File: config.mk
export PLATFORM = sky130hd
export DESIGN_NAME = lpc_counter
export DESIGN_NICKNAME = d
export VERILOG_FILES = /design/src/lpc_pkg.sv /design/src/lpc_counter.sv
export SDC_FILE = /design/constraint.sdc
export NUM_CORES = 1
export LEC_CHECK = 0
export BUFFER_PORTS_ARGS = -buffer_cell sky130_fd_sc_hd__buf_2
export CAP_MARGIN = 20
export CORE_MARGIN = 5
export CORE_UTILIZATION = 40
export CTS_CLUSTER_DIAMETER = 200
export CTS_CLUSTER_SIZE = 20
export DETAILED_ROUTE_END_ITERATION = 12
export GPL_TIMING_DRIVEN = 0
export PLACE_DENSITY_LB_ADDON = 0.2
export SYNTH_ARGS = -nofsm -noshare
export SYNTH_HDL_FRONTEND = slang
export SYNTH_SLANG_ARGS = --single-unit
File: constraint.sdc
create_clock -name clk -period 4.9 [get_ports clk]
set_clock_uncertainty 0.2 [all_clocks]
set_input_delay 0.735 -clock clk [delete_from_list [all_inputs] [get_ports clk]]
set_output_delay 0.735 -clock clk [all_outputs]
set_load 0.05 [all_outputs]
File: src/lpc_pkg.sv
/*
  Package for the low-power pulse/time counter: register map, field
  positions, reset values and the packed structs used by the block.
  Assumes an AXI4-Lite master on the same clock as the counter.
*/
// How it works
// Software picks and starts divider clock first.
// Unfiltered pulse mode counts input edges directly.
// One divider serves as prescaler and filter.
// Software keeps divider settings while enabled.
// Prescaled time mode counts every 2^(n+1) clocks.
// First time advance delayed one/two clocks.
// Bypassed time mode counts every selected clock.
// Filter output starts asserted at enable.
// Filter changes after 2^n stable samples.
// Filter samples only on divider clock rises.
// Filtered pulse mode counts filter output assertions.
// Filter waits one/two extra edges at enable.
// Unfiltered input forced asserted while disabled.
// Match and advance sets flag, trigger, clears.
// Software changes compare only while flag set.
// Counter zero when disabled or overflowed.
// Debug halt stops time mode, not pulse.
// Write to count latches snapshot for reads.
// Bus clock at least twice count rate.
// Trigger asserts with compare flag set.
// Zero compare without free-run holds trigger.
// Interrupt is enable AND flag; write-one clears.
// Bypass 0 uses divider, 1 skips it.
// Two-bit select picks divider clock 0..3.
// Counter and compare are 16 bits, wrapping.
package lpc_pkg;
  localparam int CW = 16;
  localparam logic [3:0] OFS_CTRL = 4'h0;
  localparam logic [3:0] OFS_DIV  = 4'h4;
  localparam logic [3:0] OFS_CMP  = 4'h8;
  localparam logic [3:0] OFS_CNT  = 4'hC;
  // Control/status word bit positions.
  localparam int B_EN   = 0;
  localparam int B_MODE = 1;
  localparam int B_FREE = 2;
  localparam int B_POL  = 3;
  localparam int B_INSL = 4;
  localparam int B_IE   = 6;
  localparam int B_FLAG = 7;
  // Divider settings bit positions.
  localparam int B_CSEL = 0;
  localparam int B_BYP  = 2;
  localparam int B_DIV  = 3;
  localparam logic [1:0] RESP_OK  = 2'h0;
  localparam logic [1:0] RESP_ERR = 2'h2;
  localparam logic [CW-1:0] CNT_RST = 16'h0000;
  localparam logic [16:0] DCNT_RST = 17'h00000;
  // Divider rises spent on enable synchronisation.
  localparam logic [1:0] SYNC_DONE = 2'h2;
  typedef struct packed {
    logic       enable;
    logic       pulse_mode;
    logic       free_run;
    logic       active_low;
    logic [1:0] input_sel;
    logic       irq_en;
  } lpc_ctrl_t;
  typedef struct packed {
    logic [3:0] divide;
    logic       bypass;
    logic [1:0] clk_sel;
  } lpc_div_t;
endpackage

File: src/lpc_counter.sv
/*
  Low-power 16-bit pulse/time counter with AXI4-Lite register slave.
  Assumes the four divider clocks and four pulse inputs are asynchronous
  levels sampled here on clk; they must be well below clk/2.
*/
// The register offsets and the AXI4-Lite interface to the registers were chosen for this implementation.
`timescale 1ns/100ps
module lpc_counter (
  // Clock and reset.
  input  wire logic        clk,
  input  wire logic        rstn,
  // AXI4-Lite write address and data.
  input  wire logic [3:0]  s_awaddr,
  input  wire logic        s_awvalid,
  output logic             s_awready,
  input  wire logic [31:0] s_wdata,
  input  wire logic [3:0]  s_wstrb,
  input  wire logic        s_wvalid,
  output logic             s_wready,
  // AXI4-Lite write response.
  output logic [1:0]       s_bresp,
  output logic             s_bvalid,
  input  wire logic        s_bready,
  // AXI4-Lite read.
  input  wire logic [3:0]  s_araddr,
  input  wire logic        s_arvalid,
  output logic             s_arready,
  output logic [31:0]      s_rdata,
  output logic [1:0]       s_rresp,
  output logic             s_rvalid,
  input  wire logic        s_rready,
  // Divider clocks, pulse inputs and debug halt.
  input  wire logic [3:0]  div_clk_in,
  input  wire logic [3:0]  pulse_in,
  input  wire logic        debug_halt,
  // Outputs to the system.
  output logic             compare_irq,
  output logic             hw_trigger
);
  localparam int CW = lpc_pkg::CW;

  lpc_pkg::lpc_ctrl_t ctrl_r;
  lpc_pkg::lpc_div_t  divs_r;
  logic [CW-1:0] compare_value_r;
  logic [CW-1:0] count_value_r;
  logic [CW-1:0] snap_r;
  logic          compare_flag_r;
  logic          trig_r;
  logic [3:0]    clk_s1_r, clk_s2_r;
  logic [3:0]    pin_s1_r, pin_s2_r;
  logic          dclk_d_r;
  logic          src_d_r;
  logic [16:0]   dcnt_r;
  logic [1:0]    sync_r;
  logic          filt_r;
  logic          filt_d_r;
  logic          dbg_s1_r, dbg_s2_r;

  // Synchronise every outside level through two flops.
  always_ff @(posedge clk) begin
    if (!rstn) begin
      clk_s1_r <= 4'h0;
      clk_s2_r <= 4'h0;
      pin_s1_r <= 4'h0;
      pin_s2_r <= 4'h0;
      dbg_s1_r <= 1'b0;
      dbg_s2_r <= 1'b0;
    end else begin
      clk_s1_r <= div_clk_in;
      clk_s2_r <= clk_s1_r;
      pin_s1_r <= pulse_in;
      pin_s2_r <= pin_s1_r;
      dbg_s1_r <= debug_halt;
      dbg_s2_r <= dbg_s1_r;
    end
  end

  logic dclk;
  logic dclk_rise;
  logic src_raw;
  logic src;
  logic src_rise;
  logic en;
  logic ready_go;
  logic div_tick;
  logic filt_rise;
  logic advance;
  logic match_adv;
  logic [16:0] period;

  assign en = ctrl_r.enable;
  assign dclk = clk_s2_r[divs_r.clk_sel];
  assign dclk_rise = dclk & ~dclk_d_r;
  assign src_raw = pin_s2_r[ctrl_r.input_sel] ^ ctrl_r.active_low;
  // Disabled input reads as asserted so no count appears at enable.
  assign src = en ? src_raw : 1'b1;
  assign src_rise = src & ~src_d_r;
  assign ready_go = (sync_r == lpc_pkg::SYNC_DONE);
  assign filt_rise = filt_r & ~filt_d_r;

  // Divide code n: prescaler period 2^(n+1), filter run 2^n samples.
  function automatic logic [16:0] pow2(input logic [4:0] e);
    pow2 = 17'h00001 << e;
  endfunction

  assign period = ctrl_r.pulse_mode ? pow2({1'b0, divs_r.divide})
                                    : pow2({1'b0, divs_r.divide} + 5'h01);

  always_ff @(posedge clk) begin
    if (!rstn) begin
      dclk_d_r <= 1'b0;
      src_d_r  <= 1'b1;
      filt_d_r <= 1'b1;
    end else begin
      dclk_d_r <= dclk;
      src_d_r  <= src;
      filt_d_r <= filt_r;
    end
  end

  // Enable synchroniser: two divider clock rises before the divider or filter runs.
  always_ff @(posedge clk) begin
    if (!rstn || !en) begin
      sync_r <= 2'h0;
    end else if (dclk_rise && !ready_go) begin
      sync_r <= sync_r + 2'h1;
    end
  end

  // Shared divider: prescaler in time mode, filter run counter in
  // pulse mode. Sharing saves area at the cost of fixed settings.
  always_ff @(posedge clk) begin
    if (!rstn || !en) begin
      dcnt_r <= lpc_pkg::DCNT_RST;
      filt_r <= 1'b1;
    end else if (dclk_rise && ready_go) begin
      if (!ctrl_r.pulse_mode) begin
        if (dcnt_r + 17'h00001 >= period) begin
          dcnt_r <= lpc_pkg::DCNT_RST;
        end else begin
          dcnt_r <= dcnt_r + 17'h00001;
        end
      end else if (src_raw == filt_r) begin
        dcnt_r <= lpc_pkg::DCNT_RST;
      end else if (dcnt_r + 17'h00001 >= period) begin
        dcnt_r <= lpc_pkg::DCNT_RST;
        filt_r <= src_raw;
      end else begin
        dcnt_r <= dcnt_r + 17'h00001;
      end
    end
  end

  assign div_tick = dclk_rise && ready_go &&
                    (dcnt_r + 17'h00001 >= period);

  // Pick the advance source for each mode and divider setting.
  always_comb begin
    advance = 1'b0;
    if (en) begin
      if (!ctrl_r.pulse_mode) begin
        if (!dbg_s2_r) begin
          advance = divs_r.bypass ? (dclk_rise && ready_go)
                                  : div_tick;
        end
      end else if (divs_r.bypass) begin
        advance = src_rise;
      end else begin
        advance = filt_rise;
      end
    end
  end

  assign match_adv = advance && (count_value_r == compare_value_r);

  // Counter: wraps, clears on match unless free running, zero when off.
  always_ff @(posedge clk) begin
    if (!rstn || !en) begin
      count_value_r <= lpc_pkg::CNT_RST;
    end else if (match_adv && !ctrl_r.free_run) begin
      count_value_r <= lpc_pkg::CNT_RST;
    end else if (advance) begin
      count_value_r <= count_value_r + 16'h0001;
    end
  end

  // Trigger sets with the flag and drops on the next advance; a zero compare without free run holds it.
  always_ff @(posedge clk) begin
    if (!rstn || !en) begin
      trig_r <= 1'b0;
    end else if (match_adv) begin
      trig_r <= 1'b1;
    end else if (advance &&
                 !(compare_value_r == 16'h0000 && !ctrl_r.free_run)) begin
      trig_r <= 1'b0;
    end
  end

  // Bus slave: write address and data may arrive in either order.
  logic       aw_held_r, w_held_r;
  logic [3:0] awaddr_r;
  logic [31:0] wdata_r;
  logic       do_write;

  assign s_awready = !aw_held_r && !s_bvalid;
  assign s_wready  = !w_held_r && !s_bvalid;
  assign do_write  = aw_held_r && w_held_r && !s_bvalid;

  always_ff @(posedge clk) begin
    if (!rstn) begin
      aw_held_r <= 1'b0;
      w_held_r  <= 1'b0;
      awaddr_r  <= 4'h0;
      wdata_r   <= 32'h00000000;
      s_bvalid  <= 1'b0;
      s_bresp   <= lpc_pkg::RESP_OK;
    end else begin
      if (s_awvalid && s_awready) begin
        aw_held_r <= 1'b1;
        awaddr_r  <= s_awaddr;
      end
      if (s_wvalid && s_wready) begin
        w_held_r <= 1'b1;
        wdata_r  <= s_wdata;
      end
      if (do_write) begin
        aw_held_r <= 1'b0;
        w_held_r  <= 1'b0;
        s_bvalid  <= 1'b1;
        s_bresp   <= (awaddr_r[1:0] == 2'h0) ? lpc_pkg::RESP_OK
                                             : lpc_pkg::RESP_ERR;
      end else if (s_bvalid && s_bready) begin
        s_bvalid <= 1'b0;
      end
    end
  end

  logic wr_ctrl, wr_div, wr_cmp, wr_cnt;
  assign wr_ctrl = do_write && awaddr_r == lpc_pkg::OFS_CTRL;
  assign wr_div  = do_write && awaddr_r == lpc_pkg::OFS_DIV;
  assign wr_cmp  = do_write && awaddr_r == lpc_pkg::OFS_CMP;
  assign wr_cnt  = do_write && awaddr_r == lpc_pkg::OFS_CNT;

  // Registers take whole-word writes; byte strobes are not split.
  always_ff @(posedge clk) begin
    if (!rstn) begin
      ctrl_r          <= '0;
      divs_r          <= '0;
      compare_value_r <= lpc_pkg::CNT_RST;
    end else begin
      if (wr_ctrl) begin
        ctrl_r.enable     <= wdata_r[lpc_pkg::B_EN];
        ctrl_r.pulse_mode <= wdata_r[lpc_pkg::B_MODE];
        ctrl_r.free_run   <= wdata_r[lpc_pkg::B_FREE];
        ctrl_r.active_low <= wdata_r[lpc_pkg::B_POL];
        ctrl_r.input_sel  <= wdata_r[lpc_pkg::B_INSL +: 2];
        ctrl_r.irq_en     <= wdata_r[lpc_pkg::B_IE];
      end
      if (wr_div) begin
        divs_r.clk_sel <= wdata_r[lpc_pkg::B_CSEL +: 2];
        divs_r.bypass  <= wdata_r[lpc_pkg::B_BYP];
        divs_r.divide  <= wdata_r[lpc_pkg::B_DIV +: 4];
      end
      if (wr_cmp) begin
        compare_value_r <= wdata_r[CW-1:0];
      end
    end
  end

  // Flag: set wins over a write-one clear in the same cycle.
  always_ff @(posedge clk) begin
    if (!rstn || !en) begin
      compare_flag_r <= 1'b0;
    end else if (match_adv) begin
      compare_flag_r <= 1'b1;
    end else if (wr_ctrl && wdata_r[lpc_pkg::B_FLAG]) begin
      compare_flag_r <= 1'b0;
    end
  end

  // Any write to the count address captures the synchronous count.
  always_ff @(posedge clk) begin
    if (!rstn) begin
      snap_r <= lpc_pkg::CNT_RST;
    end else if (wr_cnt) begin
      snap_r <= count_value_r;
    end
  end

  assign compare_irq = ctrl_r.irq_en & compare_flag_r;
  assign hw_trigger  = trig_r;

  // Read channel: one-cycle answer, unmapped offsets give an error.
  logic [31:0] rd_word;
  always_comb begin
    rd_word = 32'h00000000;
    unique case (s_araddr)
      lpc_pkg::OFS_CTRL: begin
        rd_word[lpc_pkg::B_EN]        = ctrl_r.enable;
        rd_word[lpc_pkg::B_MODE]      = ctrl_r.pulse_mode;
        rd_word[lpc_pkg::B_FREE]      = ctrl_r.free_run;
        rd_word[lpc_pkg::B_POL]       = ctrl_r.active_low;
        rd_word[lpc_pkg::B_INSL +: 2] = ctrl_r.input_sel;
        rd_word[lpc_pkg::B_IE]        = ctrl_r.irq_en;
        rd_word[lpc_pkg::B_FLAG]      = compare_flag_r;
      end
      lpc_pkg::OFS_DIV: begin
        rd_word[lpc_pkg::B_CSEL +: 2] = divs_r.clk_sel;
        rd_word[lpc_pkg::B_BYP]       = divs_r.bypass;
        rd_word[lpc_pkg::B_DIV +: 4]  = divs_r.divide;
      end
      lpc_pkg::OFS_CMP: rd_word[CW-1:0] = compare_value_r;
      lpc_pkg::OFS_CNT: rd_word[CW-1:0] = snap_r;
      default: rd_word = 32'h00000000;
    endcase
  end

  assign s_arready = !s_rvalid;

  always_ff @(posedge clk) begin
    if (!rstn) begin
      s_rvalid <= 1'b0;
      s_rdata  <= 32'h00000000;
      s_rresp  <= lpc_pkg::RESP_OK;
    end else if (s_arvalid && s_arready) begin
      s_rvalid <= 1'b1;
      s_rdata  <= rd_word;
      s_rresp  <= (s_araddr[1:0] == 2'h0) ? lpc_pkg::RESP_OK
                                          : lpc_pkg::RESP_ERR;
    end else if (s_rvalid && s_rready) begin
      s_rvalid <= 1'b0;
    end
  end
endmodule

### Yosys cells after proc, flatten, opt, wreduce, memory -nomap -nowiden

Index checks and enable logic that the tools add are counted.

| storage, ports and cells | value |
|---|---|
| bits in registers | 149 |
| latch bits | 0 |
| RAM bits | 0 |
| memory bits (read-only) | 0 |
| input bits | 60 |
| output and inout bits | 43 |
| logic and storage cells | 133 |
| memories kept | 0 |

| cells by class | value |
|---|---|
| $add $sub $neg | 4 |
| $mul | 0 |
| div/mod/pow operators | 0 |
| order comparisons | 3 |
| equality and inequality tests | 9 |
| shifts and indexed selects | 2 |
| muxes and demuxes | 27 |
| bitwise operators | 10 |
| reductions and logical operators | 43 |

Operator list:

| cell | count |
|---|---|
| two-way mux 17 bit | 4 |
| case mux 7 bit (4 select lines) | 1 |
| logical AND 1 bit | 21 |
| adder 17 x 1 -> 17 bit (second input constant) | 1 |
| greater-or-equal comparator 17 bit | 1 |
| << shifter 1 x 4 -> 17 bit (first input constant) | 1 |
| << shifter 1 x 5 -> 17 bit (first input constant) | 1 |
| adder 16 x 1 -> 16 bit (second input constant) | 1 |
| == test 16 bit | 1 |
| == test 4 bit (second input constant) | 4 |
| logical NOT 16 bit | 1 |
| two-way mux 1 bit | 16 |
| case mux 8 bit (2 select lines) | 1 |
| logical NOT 1 bit | 9 |
| == test 4 x 3 -> 1 bit (second input constant) | 2 |
| logical NOT 4 bit | 2 |
| nonzero test 2 bit | 4 |
| < comparator 2 x 3 -> 1 bit (second input constant) | 2 |
| adder 4 x 1 -> 5 bit (second input constant) | 1 |
| NOT 1 bit | 5 |
| AND 1 bit | 4 |
| binary-select mux 1 bit (select 2 bit) | 2 |
| logical NOT 2 bit | 2 |
| two-way mux 2 bit | 2 |
| other kinds (8) | 9 |

### Logic depth before layout (Yosys ltp)

| logic depth | value |
|---|---|
| depth in word-level cells | 12 |
| gate-level depth with buffers | 15 |

### Least setup slack after synthesis

No wires, ideal clock.

| path | value |
|---|---|
| path kind | flip-flop to flip-flop |
| start point | register dcnt_r[5] |
| end point | register count_value_r[11] |
| arrival | 3479 ps |
| path slack | 1152 ps |
| stages on the path, launching flop included | 14 |
| buffers on the path | 2 |
| path through | dfxtp_1 -> clkbuf_1 -> and4_1 -> nand4_1 -> or4_1 -> xnor2_1 -> ha_1 -> nand2_1 -> nor4_1 -> o311a_1 -> nor4_4 -> clkbuf_1 -> or4_1 -> a21oi_1 |

| on the way | value |
|---|---|
| word-level cells in the longest chain between the ends | 10 |

RTL lines:

| what | RTL line | source |
|---|---|---|
| start, declared | lpc_counter.sv:53 | `logic [16:0] dcnt_r;` |
| start signal, assigned | lpc_counter.sv:134 | `dcnt_r <= lpc_pkg::DCNT_RST;` |
| start signal, assigned | lpc_counter.sv:139 | `dcnt_r <= lpc_pkg::DCNT_RST;` |
| start signal, assigned | lpc_counter.sv:141 | `dcnt_r <= dcnt_r + 17'h00001;` |
| adder 17 x 1 -> 17 bit * | lpc_counter.sv:155 | `(dcnt_r + 17'h00001 >= period);` |
| greater-or-equal comparator 17 bit * | lpc_counter.sv:155 |  |
| logical AND 1 bit * | lpc_counter.sv:154 | `assign div_tick = dclk_rise && ready_go &&` |
| two-way mux 1 bit * | lpc_counter.sv:163 | `advance = divs_r.bypass ? (dclk_rise && ready_go)` |
| two-way mux 1 bit * | lpc_counter.sv:162 | `if (!dbg_s2_r) begin` |
| two-way mux 1 bit * | lpc_counter.sv:161 | `if (!ctrl_r.pulse_mode) begin` |
| two-way mux 1 bit * | lpc_counter.sv:160 | `if (en) begin` |
| logical AND 1 bit | lpc_counter.sv:174 | `assign match_adv = advance && (count_value_r == compare_value_r);` |
| logical AND 1 bit | lpc_counter.sv:180 | `end else if (match_adv && !ctrl_r.free_run) begin` |
| OR reduction 2 bit (no source line) | - |  |
| end signal, assigned | lpc_counter.sv:179 | `count_value_r <= lpc_pkg::CNT_RST;` |
| end signal, assigned | lpc_counter.sv:181 | `count_value_r <= lpc_pkg::CNT_RST;` |
| end signal, assigned | lpc_counter.sv:183 | `count_value_r <= count_value_r + 16'h0001;` |
| end, declared | lpc_counter.sv:45 | `logic [CW-1:0] count_value_r;` |

Every way passes the cells marked *; elsewhere a longest branch is shown, timed or not.
A chain may end at the register's enable or synchronous reset.

### Final worst setup path

| path | value |
|---|---|
| start point | register dcnt_r[5] |
| end point | register count_value_r[10] |

Same word-level chain as after synthesis.

==> flow_summary_export.csv <==
group,metric,value,unit
placed_design,dpl.hpwl,14230,um
drt,via_per_inst,5.219,
cells_and_area,n_antenna_cell,0,
timing,finalHoldViolCount,0,
timing,fin_ws,388.4,ps
drt,drt-pass1-iter-count,5,
synth,ys_seq_elements,147,
worst_setup_path,cp_cell_sequence,"clkbuf_1 -> and4_1 -> nand4_1 -> or4_1 -> xnor2_1 -> ha_1 -> nand2_1 -> nor4_1 -> o311a_1 -> nor4_4 -> o41ai_4 -> buf_2 -> a21oi_1",
timing,fin_crit,4512,ps
placed_design,gp_congestion,0.9265,
worst_setup_path,path_class,"flip-flop to flip-flop",
floorplanning,die_y,146.2,um
worst_setup_path,critPathRequiredTime,5000,ps
drt,drtIter0Drc,421,
floorplanning,fp.dieArea,21360,um2
run,max-cap-violations,0,
worst_setup_path,cp-end-kind,"flip-flop",
synth,synth_edf_count,0,
floorplanning,io_pins,103,
cts,cts-resized-gates,0,
power,power.leakage,0.003369,uW
drt,wl_per_cell,15.91,um
synth,syn_avg_cell_area,8.839,um2
worst_setup_path,path_buf_inv,2,
cts,htreeDepth,4,
timing,rsz0062_at_grt,"false",
worst_setup_path,critPathMaxFanout,10,
synth,synthArstFlopShare,0,%
grt,grt_pass1_vias,5771,
cts,clock_path_buffers,2,
drt,drcViolationCount,0,
synth,ys.flop_type,"dfxtp_1",
timing,fmax,0.2216,GHz
grt,gr-total-overflow,0,
worst_setup_path,crit_slowest_cell,"or4_1",
synth,synth_area,7416,um2
timing,finalCritPeriodShare,92.07,%
floorplanning,die_w,146.2,um
cells_and_area,nFillCells,1753,
run_status,outcome,"complete, no violations",
cells_and_area,multi_input_area,4128,um2
placed_design,post-place-ws,459.6,ps
floorplanning,fp-row-count,49,
synth,synth_cell_types,56,
timing,finalSetupViolCount,0,
worst_setup_path,critPathMaxStageDelay,580,ps
cts,clock_latency,430,ps
cells_and_area,final_net_count,1019,
power,powerDensity,307.7,nW/um2
synth,seq_area_frac_synth,39.68,%
cells_and_area,area_growth,16.62,%
timing,tns,0,ps
cells_and_area,final_common_cell,"dfxtp_1",
grt,grt_max_degree,17,
cts,cts_tree,"done",
timing,slew_headroom,45.63,%
timing,finalMaxSlewViolations,0,
cells_and_area,final_cell_mix,"dfxtp_1, nand2_1, buf_2",
cts,postCtsSetupBuffers,0,
floorplanning,coreArea,18090,um2
cts,cts_buffers,17,
grt,antenna_found_initial,0,
worst_setup_path,critical-path-top-delay-family,"simple AND/OR/NAND/NOR gates",
timing,holdWs,231.0,ps
cts,ctsRootBufferMaster,"clkbuf_16",
cts,cts.sinks,147,
worst_hold_path,hold_path.class,"flip-flop to flip-flop",
worst_setup_path,crit_arrival,4610,ps
drt,num_vias,6158,
synth,yosys.area.top_type,"dfxtp_1",
synth,yosys_warnings,0,
drt,wirelength,18780,um
synth,syn_inst,839,
placed_design,io_buffers,62,
floorplanning,start_util,41.00,%
cts,cts_hold_buf,0,
synth,synth_top_cell_area_share,39.68,%
drt,detail-route-antenna-nets,0,
timing,worst_pin_slew,811.2,ps
power,vdd_drop_max,0.2361,mV
cells_and_area,layout-drive-gt1-share,14.30,%
grt,grt_pass1_wl,30440,um
grt,grt.total_usage,17.69,%
cells_and_area,seqCellArea,2943,um2
synth,synth.area.top_cells,"dfxtp_1, nand2_1, mux2i_1, nor2b_1, a21boi_0",
cts,clk_pin_slew,60,ps
worst_setup_path,cp-start-kind,"flip-flop",
[Yosys cell counts, types with 2 or more instances]
| library cell | instances |
|---|---|
| o211a_1 | 2 |
| and4_1 | 3 |
| xnor2_1 | 25 |
| o21ai_0 | 13 |
| a22oi_1 | 8 |
| buf_2 | 6 |
| mux2_2 | 2 |
| a21boi_0 | 35 |
| nor2b_1 | 54 |
| xor2_1 | 10 |
| dfxtp_1 | 147 |
| clkbuf_1 | 42 |
| o211ai_1 | 4 |
| nand2b_1 | 7 |
| nand4b_1 | 2 |
| a221o_1 | 2 |
| or4_1 | 16 |
| a21oi_1 | 47 |
| nand3b_1 | 5 |
| o21ai_1 | 2 |
| nand3_1 | 26 |
| nor4_1 | 7 |
| nor3_1 | 17 |
| o31ai_1 | 15 |
| or3_1 | 4 |
| nand2_1 | 125 |
| and2_1 | 27 |
| mux2i_1 | 43 |
| buf_4 | 18 |
| and3_1 | 8 |
| ha_1 | 21 |
| nor2_1 | 31 |
| buf_6 | 3 |
| mux4_2 | 7 |
| a31oi_1 | 8 |
| inv_1 | 14 |
| nand4_1 | 14 |
[worst register-to-register path: stages (launching register included)]
cell and delay, ps:
dfxtp_1 300, clkbuf_1 280, and4_1 320, nand4_1 240, or4_1 580, xnor2_1 190
ha_1 300, nand2_1 80, nor4_1 460, o311a_1 400, nor4_4 110, o41ai_4 530
buf_2 320, a21oi_1 60
[power breakdown]
| group | leakage, uW | switching [uW] | internal (uW) |
|---|---|---|---|
| clock | 0.000264 | 519 | 730 |
| combinational | 0.00191 | 114 | 64.6 |
| sequential | 0.00119 | 16.0 | 1220 |
| total | 0.00337 | 648 | 2010 |
[stage by stage]
step	util [%]	power (uW)	area (um2)	std cells
2_1_floorplan	-	1391	7480	856
6_report	47.82	2661	8648	1180
3_5_place_dp	44.66	1439	8077	1147
3_3_place_gp	44.66	1438	8077	1147
4_1_cts	47.78	2682	8641	1179
5_1_grt	47.82	2760	8648	1180
[cells by family after synthesis]
group           share of synthesized area, %
other cells                          0.05057
simple gates                           24.57
xor+xnor                               4.657
fa+ha+maj                              3.543
buf+inv                                5.517
compound gates                         13.40
mux                                    8.588
flops                                  39.68
[path summary, 6_finish.rpt]
check | start | to | slack (ps) | cells past startpoint
hold / removal | clk_s1_r[3] | clk_s2_r[3] | 230 | 1
hold reg to reg | clk_s1_r[3] | clk_s2_r[3] | 230 | 1
setup reg to reg | dcnt_r[5] | count_value_r[10] | 390 | 13
setup / recovery | dcnt_r[5] | count_value_r[10] | 390 | 13
[flip-flops by register name, indices dropped and copies added (netlist names), 2 cells and up]
register and count:
ctrl_r 6, clk_s2_r 4, s_rdata 16, clk_s1_r 4
sync_r 2, compare_value_r 16, pin_s1_r 4, dcnt_r 17
awaddr_r 4, snap_r 16, divs_r 7, count_value_r 16
pin_s2_r 4, wdata_r 16
[routing by layer]
| metal | wire length (um) | global-route usage [%] |
|---|---|---|
| met5 | 0 | 0 |
| met4 | 358 | 6.303 |
| met3 | 1202 | 4.029 |
| met2 | 7798 | 25.17 |
| met1 | 9419 | 26.11 |
[area by class of cell]
type,instances,area share [%]
multi-input combinational,626,47.73
sequential,147,34.03
clock buffer,22,5.367
buffer,69,4.123
timing repair buffer,63,3.675
tap,229,3.313
clock inverter,10,1.157
inverter,14,0.6076
No activity file was read; power rests on OpenSTA's default activity.
